**config.mk**
```make
export PLATFORM = sky130hd
export DESIGN_NAME = pdmc_power_down_mode_control
export DESIGN_NICKNAME = d
export VERILOG_FILES = /design/src/rtl/pdmc_power_down_mode_control.v
export VERILOG_INCLUDE_DIRS = /design/src /design/src/rtl
export SDC_FILE = /design/constraint.sdc
export NUM_CORES = 1
export LEC_CHECK = 0
export ABC_AREA = 0
export BUFFER_PORTS_ARGS = -buffer_cell sky130_fd_sc_hd__buf_2
export CORE_MARGIN = 2
export CORE_UTILIZATION = 58
export CTS_CLUSTER_SIZE = 30
export DETAILED_ROUTE_END_ITERATION = 7
export HOLD_SLACK_MARGIN = 0.03
export PLACE_DENSITY = 0.9
export SYNTH_ARGS = -nofsm -noshare
export SYNTH_HDL_FRONTEND = slang
export SYNTH_SLANG_ARGS = --single-unit
export TNS_END_PERCENT = 100
```
**constraint.sdc**
```tcl
create_clock -name clk -period 8.5 [get_ports clk]
set_input_delay 0 -clock clk [delete_from_list [all_inputs] [get_ports clk]]
set_output_delay 0 -clock clk [all_outputs]
set_load 0.05 [all_outputs]
```
**src/rtl/pdmc_regs.vh**
```
// Purpose: constants for the power-down mode control block
// Assumes: byte-wide registers on a plain address/strobe port
// Notes: offsets are the printed register addresses
`ifndef PDMC_REGS_VH
`define PDMC_REGS_VH
`define PDMC_ADDR_CTRL_ONE 16'hFFF0
`define PDMC_ADDR_CTRL_TWO 16'hFFF1
`define PDMC_RST_CTRL_ONE 8'h07
`define PDMC_RST_CTRL_TWO 8'hF0
`define PDMC_ONE_STBY 7
`define PDMC_ONE_WAIT_HI 6
`define PDMC_ONE_WAIT_LO 4
`define PDMC_ONE_LSPD 3
`define PDMC_ONE_RSVD 2
`define PDMC_ONE_MDIV_HI 1
`define PDMC_ONE_MDIV_LO 0
`define PDMC_ONE_WMASK 8'hFB
`define PDMC_ONE_FIXED 8'h04
`define PDMC_TWO_WMASK 8'h1F
`define PDMC_TWO_FIXED 8'hE0
`define PDMC_TWO_RSVD_ONES 3'h7
`define PDMC_TWO_NSEL 4
`define PDMC_TWO_DIRECT 3
`define PDMC_TWO_MSPD 2
`define PDMC_TWO_SCLK_HI 1
`define PDMC_TWO_SCLK_LO 0
`define PDMC_WAIT_0 18'h02000
`define PDMC_WAIT_1 18'h04000
`define PDMC_WAIT_2 18'h08000
`define PDMC_WAIT_3 18'h10000
`define PDMC_WAIT_4 18'h20000
`define PDMC_WAIT_5 18'h00002
`define PDMC_WAIT_6 18'h00008
`define PDMC_WAIT_7 18'h00010
`define PDMC_MODE_ACT_HS 3'h0
`define PDMC_MODE_ACT_MS 3'h1
`define PDMC_MODE_SUBACT 3'h2
`define PDMC_MODE_SLEEP 3'h3
`define PDMC_MODE_SUBSLEEP 3'h4
`define PDMC_MODE_STANDBY 3'h5
`define PDMC_MODE_WATCH 3'h6
`define PDMC_MODE_WAKEWAIT 3'h7
`endif

```
**src/rtl/pdmc_power_down_mode_control.v**
```verilog
// Purpose: power-down mode control registers and mode sequencer
// Assumes: one clock; states counted on clk; sleep is a one-cycle pulse
// Assumes: watchTimerSel tells standby from watch when leaving active
// Notes: peripheral gating outputs follow the current low-power mode
// Notes: one settling state is one clk; wait counts are exact
// Notes: extIrqIgnore lags powerMode by one cycle
// Notes: direct transfer bit is stored and read back only
//
// What this block does
// - standby bit 0: sleep goes active to sleep, subactive to subsleep
// - standby bit 1: sleep goes active to standby/watch, subactive to watch
// - three-bit wait field maps to 8192..131072, 2, 8, 16 states; resets 000
// - wake from standby, or from watch to active, holds CPU for selected wait states
// - low-speed flag picks system clock or subclock after watch mode
// - control one bit 2 reads 1 and ignores writes
// - divider field picks osc/16, /32, /64, /128; resets 11
// - control one at FFF0, reset 07, field layout as listed
// - control two at FFF1, reset F0, bits 7:5 read 1 unwritable
// - control two holds noise select, direct transfer, medium, sub clock
// - in retained modes external interrupt requests are ignored
// - in marked mode async counter counts but its interrupt is blocked
// - timekeeping timer runs only with time-base; ports go high-Z
// - timer on external or watch/4 clock runs, else halts
// - watchdog runs only on watch/32 clock, else halts
// - medium-speed bit picks active high or medium after wakeup
// - sub clock field picks watch/8,/4,/2; frozen in subactive mode
// - noise select picks osc/16 or osc/4 watch clock sampling
`timescale 1ns/10ps
`include "pdmc_regs.vh"

module pdmc_power_down_mode_control #(
    parameter WAIT_W = 18
) (
    // clock and reset
    input wire clk,
    input wire rst,
    // register port
    input wire [15:0] regAddr,
    input wire [7:0] regWdata,
    input wire regWr,
    input wire regRd,
    output reg [7:0] regRdata,
    // cpu events
    input wire sleepExec,
    input wire wakeIrq,
    input wire watchTimerSel,
    // mode and clock selection
    output reg [2:0] powerMode,
    output reg cpuRun,
    output reg cpuOnSubclock,
    output reg [1:0] mediumDivider,
    output reg [1:0] subClockSel,
    output reg noiseSampleFast,
    // peripheral gating
    output reg extIrqIgnore,
    output reg asyncIrqBlock,
    output reg portsHighZ,
    output reg timerWatchOnly
);

// ----------------------------------------
// registers
// ----------------------------------------
reg [7:0] ctrlOne_r;
reg [7:0] ctrlTwo_r;
reg [2:0] mode_r;
reg [2:0] mode_nxt;
reg [2:0] wakeMode_r;
reg [2:0] wakeMode_nxt;
reg [WAIT_W-1:0] waitCnt_r;
reg [WAIT_W-1:0] waitCnt_nxt;
reg [WAIT_W-1:0] waitLen;
wire wrOne;
wire wrTwo;
wire inSub;
wire lowPower;
wire standbyBit;
wire [2:0] waitSel;
wire lowSpeedFlag;
wire [1:0] mediumDiv;
wire noiseSel;
wire [1:0] subClk;
wire modeRuns;
wire modeOnSub;
wire modeStandby;
wire modeWatchOnly;
reg [7:0] regRdata_nxt;

assign wrOne = regWr && (regAddr == `PDMC_ADDR_CTRL_ONE);
assign wrTwo = regWr && (regAddr == `PDMC_ADDR_CTRL_TWO);
assign inSub = (mode_r == `PDMC_MODE_SUBACT);
assign lowPower = (mode_r == `PDMC_MODE_STANDBY) ||
    (mode_r == `PDMC_MODE_WATCH) || (mode_r == `PDMC_MODE_WAKEWAIT);

// ----------------------------------------
// control field views
// ----------------------------------------
// named slices of the two control registers
assign standbyBit = ctrlOne_r[`PDMC_ONE_STBY];
assign waitSel = ctrlOne_r[`PDMC_ONE_WAIT_HI:`PDMC_ONE_WAIT_LO];
assign lowSpeedFlag = ctrlOne_r[`PDMC_ONE_LSPD];
assign mediumDiv = ctrlOne_r[`PDMC_ONE_MDIV_HI:`PDMC_ONE_MDIV_LO];
assign noiseSel = ctrlTwo_r[`PDMC_TWO_NSEL];
assign subClk = ctrlTwo_r[`PDMC_TWO_SCLK_HI:`PDMC_TWO_SCLK_LO];

// ----------------------------------------
// control register writes
// ----------------------------------------
// reserved bits forced high, writable bits masked; the divider field
// takes effect at once in any mode, so software keeps its writes to the
// high-speed and subactive modes
always @(posedge clk) begin
    if (rst) begin
        ctrlOne_r <= `PDMC_RST_CTRL_ONE;
        ctrlTwo_r <= `PDMC_RST_CTRL_TWO;
    end else begin
        if (wrOne) begin
            ctrlOne_r <= (regWdata & `PDMC_ONE_WMASK) |
                `PDMC_ONE_FIXED;
        end
        if (wrTwo) begin
            ctrlTwo_r[7:5] <= `PDMC_TWO_RSVD_ONES;
            ctrlTwo_r[`PDMC_TWO_NSEL:`PDMC_TWO_MSPD] <=
                regWdata[`PDMC_TWO_NSEL:`PDMC_TWO_MSPD];
            // the cpu runs on this clock in subactive, so it is frozen there
            if (!inSub) begin
                ctrlTwo_r[`PDMC_TWO_SCLK_HI:`PDMC_TWO_SCLK_LO] <=
                    regWdata[`PDMC_TWO_SCLK_HI:`PDMC_TWO_SCLK_LO];
            end
        end
    end
end

// read data next value, unmapped reads and idle cycles give zero
always @* begin
    regRdata_nxt = 8'h00;
    if (regRd) begin
        case (regAddr)
            `PDMC_ADDR_CTRL_ONE: begin
                regRdata_nxt = ctrlOne_r | `PDMC_ONE_FIXED;
            end
            `PDMC_ADDR_CTRL_TWO: begin
                regRdata_nxt = ctrlTwo_r | `PDMC_TWO_FIXED;
            end
            default: regRdata_nxt = 8'h00;
        endcase
    end
end

// read data stands for the one cycle after the strobe
always @(posedge clk) begin
    if (rst) begin
        regRdata <= 8'h00;
    end else begin
        regRdata <= regRdata_nxt;
    end
end

// ----------------------------------------
// wait length decode
// ----------------------------------------
// settling wait in states from the wait field
// counts are exact clk states; setting 5 is the external clock setting
always @* begin
    case (waitSel)
        3'h0: waitLen = `PDMC_WAIT_0;
        3'h1: waitLen = `PDMC_WAIT_1;
        3'h2: waitLen = `PDMC_WAIT_2;
        3'h3: waitLen = `PDMC_WAIT_3;
        3'h4: waitLen = `PDMC_WAIT_4;
        3'h5: waitLen = `PDMC_WAIT_5;
        3'h6: waitLen = `PDMC_WAIT_6;
        default: waitLen = `PDMC_WAIT_7;
    endcase
end

// ----------------------------------------
// mode sequencer
// ----------------------------------------
// bits sampled at the sleep pulse pick the target mode
// the bits are read in the very cycle of the sleep pulse, so a write in
// that same cycle is too late for that sleep
always @* begin
    mode_nxt = mode_r;
    wakeMode_nxt = wakeMode_r;
    waitCnt_nxt = waitCnt_r;
    case (mode_r)
        `PDMC_MODE_ACT_HS, `PDMC_MODE_ACT_MS: begin
            if (sleepExec) begin
                if (!standbyBit) begin
                    mode_nxt = `PDMC_MODE_SLEEP;
                end else if (watchTimerSel) begin
                    mode_nxt = `PDMC_MODE_WATCH;
                end else begin
                    mode_nxt = `PDMC_MODE_STANDBY;
                end
            end
        end
        `PDMC_MODE_SUBACT: begin
            if (sleepExec) begin
                mode_nxt = standbyBit ?
                    `PDMC_MODE_WATCH : `PDMC_MODE_SUBSLEEP;
            end
        end
        `PDMC_MODE_SLEEP: begin
            if (wakeIrq) begin
                mode_nxt = ctrlTwo_r[`PDMC_TWO_MSPD] ?
                    `PDMC_MODE_ACT_MS : `PDMC_MODE_ACT_HS;
            end
        end
        `PDMC_MODE_SUBSLEEP: begin
            if (wakeIrq) begin
                mode_nxt = `PDMC_MODE_SUBACT;
            end
        end
        `PDMC_MODE_STANDBY, `PDMC_MODE_WATCH: begin
            if (wakeIrq) begin
                if (mode_r == `PDMC_MODE_WATCH &&
                    lowSpeedFlag) begin
                    mode_nxt = `PDMC_MODE_SUBACT;
                end else begin
                    mode_nxt = `PDMC_MODE_WAKEWAIT;
                    waitCnt_nxt = waitLen - 1'b1;
                    wakeMode_nxt = ctrlTwo_r[`PDMC_TWO_MSPD] ?
                        `PDMC_MODE_ACT_MS : `PDMC_MODE_ACT_HS;
                end
            end
        end
        // loaded with the length less one: the cpu stays stopped for
        // exactly the selected number of states
        `PDMC_MODE_WAKEWAIT: begin
            if (waitCnt_r == {WAIT_W{1'b0}}) begin
                mode_nxt = wakeMode_r;
            end else begin
                waitCnt_nxt = waitCnt_r - 1'b1;
            end
        end
        default: mode_nxt = `PDMC_MODE_ACT_HS;
    endcase
end

// sequencer state
always @(posedge clk) begin
    if (rst) begin
        mode_r <= `PDMC_MODE_ACT_HS;
        wakeMode_r <= `PDMC_MODE_ACT_HS;
        waitCnt_r <= {WAIT_W{1'b0}};
    end else begin
        mode_r <= mode_nxt;
        wakeMode_r <= wakeMode_nxt;
        waitCnt_r <= waitCnt_nxt;
    end
end

// ----------------------------------------
// mode classes
// ----------------------------------------
// the cpu clock runs only in the active and subactive modes; a wake
// wait keeps it stopped until the settling count has run out
assign modeRuns = (mode_nxt == `PDMC_MODE_ACT_HS) ||
    (mode_nxt == `PDMC_MODE_ACT_MS) ||
    (mode_nxt == `PDMC_MODE_SUBACT);
// modes clocked from the subclock
assign modeOnSub = (mode_nxt == `PDMC_MODE_SUBACT) ||
    (mode_nxt == `PDMC_MODE_SUBSLEEP);
// clock generator stopped: ports float, async counter interrupt held off
assign modeStandby = (mode_nxt == `PDMC_MODE_STANDBY);
// outside active and sleep only watch-clock timers keep counting
assign modeWatchOnly = (mode_nxt != `PDMC_MODE_ACT_HS) &&
    (mode_nxt != `PDMC_MODE_ACT_MS) &&
    (mode_nxt != `PDMC_MODE_SLEEP);

// ----------------------------------------
// registered outputs
// ----------------------------------------
// cpu clock select and peripheral gating follow next mode; field selects copy the control bits; extIrqIgnore follows current mode
always @(posedge clk) begin
    if (rst) begin
        powerMode <= `PDMC_MODE_ACT_HS;
        cpuRun <= 1'b1;
        cpuOnSubclock <= 1'b0;
        mediumDivider <= 2'h3;
        subClockSel <= 2'h0;
        noiseSampleFast <= 1'b1;
        extIrqIgnore <= 1'b0;
        asyncIrqBlock <= 1'b0;
        portsHighZ <= 1'b0;
        timerWatchOnly <= 1'b0;
    end else begin
        powerMode <= mode_nxt;
        cpuRun <= modeRuns;
        cpuOnSubclock <= modeOnSub;
        mediumDivider <= mediumDiv;
        subClockSel <= subClk;
        noiseSampleFast <= noiseSel;
        extIrqIgnore <= lowPower;
        asyncIrqBlock <= modeStandby;
        portsHighZ <= modeStandby;
        timerWatchOnly <= modeWatchOnly;
    end
end

endmodule // pdmc_power_down_mode_control

```
; ---- Word-level counts from Yosys, hierarchy flattened
; Cells that the tools add are included.
[totals]
word_cells = 84
latchBits = 0
ramBits = 0
ff_bits = 54
mem_count = 0
out_inout_bits = 22
mem_bits_ro = 0
inputBits = 31
[classes]
order_cmp = 0
bitwise = 3
shifts = 0
mul = 0
add_sub_neg = 2
div = 0
eq_ne = 24
n_reduce_logical = 22
mux = 18
[op_table]
columns = cell, count
row1 = 18-bit one-hot mux with 7 select lines, 1
row2 = 18-bit 2-to-1 mux, 3
row3 = 18-bit one-hot mux with 2 select lines, 1
row4 = 18-bit by 1-bit subtractor with 18-bit output (second input constant), 2
row5 = 16-bit == test (second input constant), 2
row6 = 3-bit == test (second input constant), 9
row7 = 3-bit 2-to-1 mux, 8
row8 = 18-bit zero test, 1
row9 = 3-bit one-hot mux with 6 select lines, 1
row10 = 8-bit one-hot mux with 2 select lines, 1
row11 = 3-bit by 2-bit == test with 1-bit output (second input constant), 5
row12 = 3-bit by 1-bit == test with 1-bit output (second input constant), 3
row13 = 3-bit zero test, 3
row14 = 2-bit inequality test (second input constant), 3
row15 = 2-bit OR reduction, 3
row16 = 1-bit logical AND, 5
row17 = 1-bit logical OR, 5
row18 = 2-bit 2-to-1 mux, 2
row19 = 4-bit AND reduction, 1
row20 = 3-bit by 1-bit inequality test with 1-bit output (second input constant), 1
row21 = 3-bit by 2-bit inequality test with 1-bit output (second input constant), 1
row22 = 1-bit NOT, 3
row23 = 3-bit AND reduction, 1
row24 = 3-bit nonzero test, 1
row25 = 3 further kinds, 3

; ---- Depth between registers and ports, before layout
[depth]
word_depth = 8
depth_mapped = 12
mapped_depth_nobuf = 8

; ---- Least setup slack after synthesis
; No wires, ideal clock.
[synth_timing]
kind = register to register
startpoint = reg, netlist name powerMode[2]
endpoint = reg waitCnt_r[16]
slack_ns = 5.322
setup_time_ns = 0.092
arrival_time_ns = 3.085
stages_incl_launch_ff = 13
synth_period_minus_slack_ns = 3.178
n_path_buf = 4
required_ns = 8.408
path_cell_list = dfxtp_1 > clkbuf_1 > nand3_1 > clkbuf_1 > buf_1 > and4_1 > a21oi_1 > ha_1 > clkbuf_1 > o21ai_0 > a2111oi_0 > nor2b_1 > o32ai_1
[synth_rtl]
columns = element, line
row1 = end signal: assignment, pdmc_power_down_mode_control.v:247  ; waitCnt_r <= {WAIT_W{1'b0}};
row2 = end signal: assignment, pdmc_power_down_mode_control.v:251  ; waitCnt_r <= waitCnt_nxt;
row3 = end: declaration, pdmc_power_down_mode_control.v:70  ; reg [WAIT_W-1:0] waitCnt_r;

==> impl_metrics.json <==
{
  "final_nets": 387,
  "grt_pass1_vias": 2140,
  "end_kind": "flop",
  "ioPinCount": 53,
  "hold_viol_final": 0,
  "clockBufferDepth": 2,
  "drcViolationCount": 0,
  "cts_tree": "yes",
  "synth_area_leader_cell": "dfxtp_1",
  "crit_path_end": "waitCnt_r[16]",
  "r2r-end": "waitCnt_r[16]",
  "cts_num_sinks": 52,
  "die_area_mm2": 0.004950,
  "post-cts-setup-buffers": 0,
  "synth.distinct_cells": 58,
  "clkLatencyLatePin_ns": 0.30,
  "cap_viol_max_count": 0,
  "slew_headroom": 0.4132,
  "ff2ff_setup_slack_ns": 5.10,
  "synth-simple-area-share": 0.2411,
  "leakage_nw": 1.184,
  "muxShareOfSynthArea": 0.01568,
  "finalSetupTns_ns": 0,
  "place.gp.congestion": 0.9208,
  "synthArstFlopShare": 0,
  "die_h_um": 70.36,
  "syn_avg_cell_area_um2": 8.185,
  "finClkSkew_ns": 0.007906,
  "worstSetupStartpointType": "flop",
  "detailroute.via_count": 2480,
  "n_fill_cell": 337,
  "grt_max_degree": 47,
  "grt_pass1_wl_mm": 9.804,
  "yosys.cell_count.top_type": "dfxtp_1",
  "yosysTopAreaCellShare": 0.4076,
  "netlist_instances": 312,
  "overflow": 0,
  "dp_hpwl_mm": 4.127,
  "port_buffers": 52,
  "cts_resized": 0,
  "core.rowCount": 24,
  "worstHoldPathType": "input port to flop",
  "crit_fanout": 24,
  "final_antenna_net_count": 0,
  "drtIter0Drc": 301,
  "coreArea_mm2": 0.004294,
  "wl_per_cell_um": 15.13,
  "firstDrtPassIters": 5,
  "synth_top_family_by_area": "compound AO/OA/AOI/OAI gates",
  "place_area_mm2": 0.002773,
  "synth_top_cells_by_count": "dfxtp_1, nor2_1, nand2_1",
  "postCtsHoldBufs": 9,
  "path_class": "flop to flop",
  "synth_edf_count": 0,
  "fin_crit_sh": 0.4002,
  "worstMarginPinSlew_ns": 0.8784,
  "cts_inserted_buffers": 5,
  "power_density_mw_per_mm2": 180.1,
  "cts_root_buf": "clkbuf_8",
  "via_per_inst": 6.108,
  "grt_use_total": 0.2428,
  "required_ns": 8.71,
  "period_minus_slack_ns": 3.402,
  "antennaDiodeCount": 0,
  "drt-total-wl_mm": 6.143,
  "synthTopCellsByArea": "dfxtp_1, a21oi_1, nor2_1",
  "synthAdderAreaFrac": 0.004900,
  "drv_slew": 0,
  "clk_pin_slew_worst_paths_ns": 0.09,
  "reg2reg_from": "powerMode[1]",
  "ys_dominant_reg_cell": "dfxtp_1",
  "ff2ff_path_depth": 8,
  "syn_to_final_growth_pct": 15.97,
  "synth_nets": 344,
  "startpoint": "powerMode[1]",
  "drive_gt1_frac": 0.1977,
  "antenna_found_initial": 0,
  "ys_seq_area_frac": 0.4076,
  "arrival_ns": 3.61,
  "status": "finished, final reports clean",
  "cts_max_level": 2,
  "yosys_register_bits": 52,
  "synth_xor_area_frac": 0.02744,
  "whs_ns": 0.07905,
  "yosys_warnings": 0,
  "ir_worst_vdd_mv": 0.09113,
  "start_util": 0.5947,
  "final_area_mm2": 0.002962,
  "synth_compound_area_frac": 0.2528,
  "rsz0062_at_grt": "false",
  "setup_viol": 0,
  "die_width_um": 70.36,
  "fmax_ghz": 0.2939,
  "netlist_area_mm2": 0.002554
}
-- through the flow --
stage / power [mW] / std cells / worst slack [ns] / utilization
after floorplan: 0.3525 / 312 / 5.322 / -
after global placement: 0.3687 / 391 / 5.419 / 0.6457
after detailed placement: 0.3716 / 391 / 5.289 / 0.6457
after CTS: 0.5320 / 406 / 5.127 / 0.6897
after global routing: 0.5528 / 406 / 4.857 / 0.6897
final: 0.5333 / 406 / 5.098 / 0.6897
-- layer usage --
| metal | part of all wire | global-route usage | up-vias | wire length, µm |
|---|---|---|---|---|
| li1 | - | - | 1215 | - |
| met1 | 0.41 | 0.2958 | 1145 | 2527 |
| met2 | 0.51 | 0.4256 | 104 | 3147 |
| met3 | 0.056 | 0.03896 | 16 | 342 |
| met4 | 0.020 | 0.09402 | 0 | 125 |
| met5 | 0 | 0 | - | 0 |
-- where the power goes --
part | internal [mW] | switching (mW) | total (mW)
Combinational | 0.0401 | 0.0689 | 0.109
Clock | 0.0846 | 0.0773 | 0.162
Sequential | 0.252 | 0.0102 | 0.262
-- worst min-delay path by stage --
stage,start,depth (start not counted),slack [ns],end
floorplan,regWdata[0],2,0.14,ctrlTwo_r[0]
global placement,regWdata[4],3,0.25,ctrlTwo_r[4]
detailed placement,regWdata[4],3,0.26,ctrlTwo_r[4]
CTS,regAddr[4],5,0.08,regRdata[6]
global route,regWr,3,0.11,ctrlOne_r[4]
finish,regAddr[4],5,0.08,regRdata[6]
-- critical path: stages, from the launching register on --
cell and delay (ns):
dfxtp_1 0.58, nand3_1 0.65, and4_1 0.48, a21oi_1 0.13, ha_1 0.33, o21ai_0 0.28
a2111oi_0 0.54, nor2b_1 0.09, o32ai_1 0.23
-- layout by cell type, fill, tap and decap left out, drive strengths merged, types with 6 or more instances in the layout --
cell and count:
buf 52, nor3 6, nand2 29, nor2 33, nand3 14, dfxtp 52, xnor2 7, nor2b 7
dlygate4sd3 9, a21oi 27, o21ai 13, inv 6, nand2b 7
-- logic make-up after synthesis --
logic type,count (synthesis)
buffers and inverters,31
muxes,4
DFF,52
AOI/OAI and AO/OA,94
xor gates and xnor gates,8
adders and majority gates,1
and+or+nand+nor,122
-- state kept, by name (all words and copies together), names as in the netlist --
signal	cells
waitCnt_r	18
regRdata	8
ctrlOne_r	7
ctrlTwo_r	5
powerMode	3
mediumDivider	2
subClockSel	2
cpuOnSubclock	1
cpuRun	1
extIrqIgnore	1
noiseSampleFast	1
portsHighZ	1
timerWatchOnly	1
wakeMode_r	1
-- cell type report --
cell class	count	area, µm²	area share
Clock buffer	5	68.82	0.02324
Clock inverter	1	30.03	0.01014
Inverter	6	22.52	0.007605
Multi-Input combinational cell	229	1384	0.4673
Sequential cell	52	1041	0.3515
Tap cell	52	65.06	0.02197
Timing Repair Buffer	61	350.3	0.1183
(Power assumes the default switching activity.)
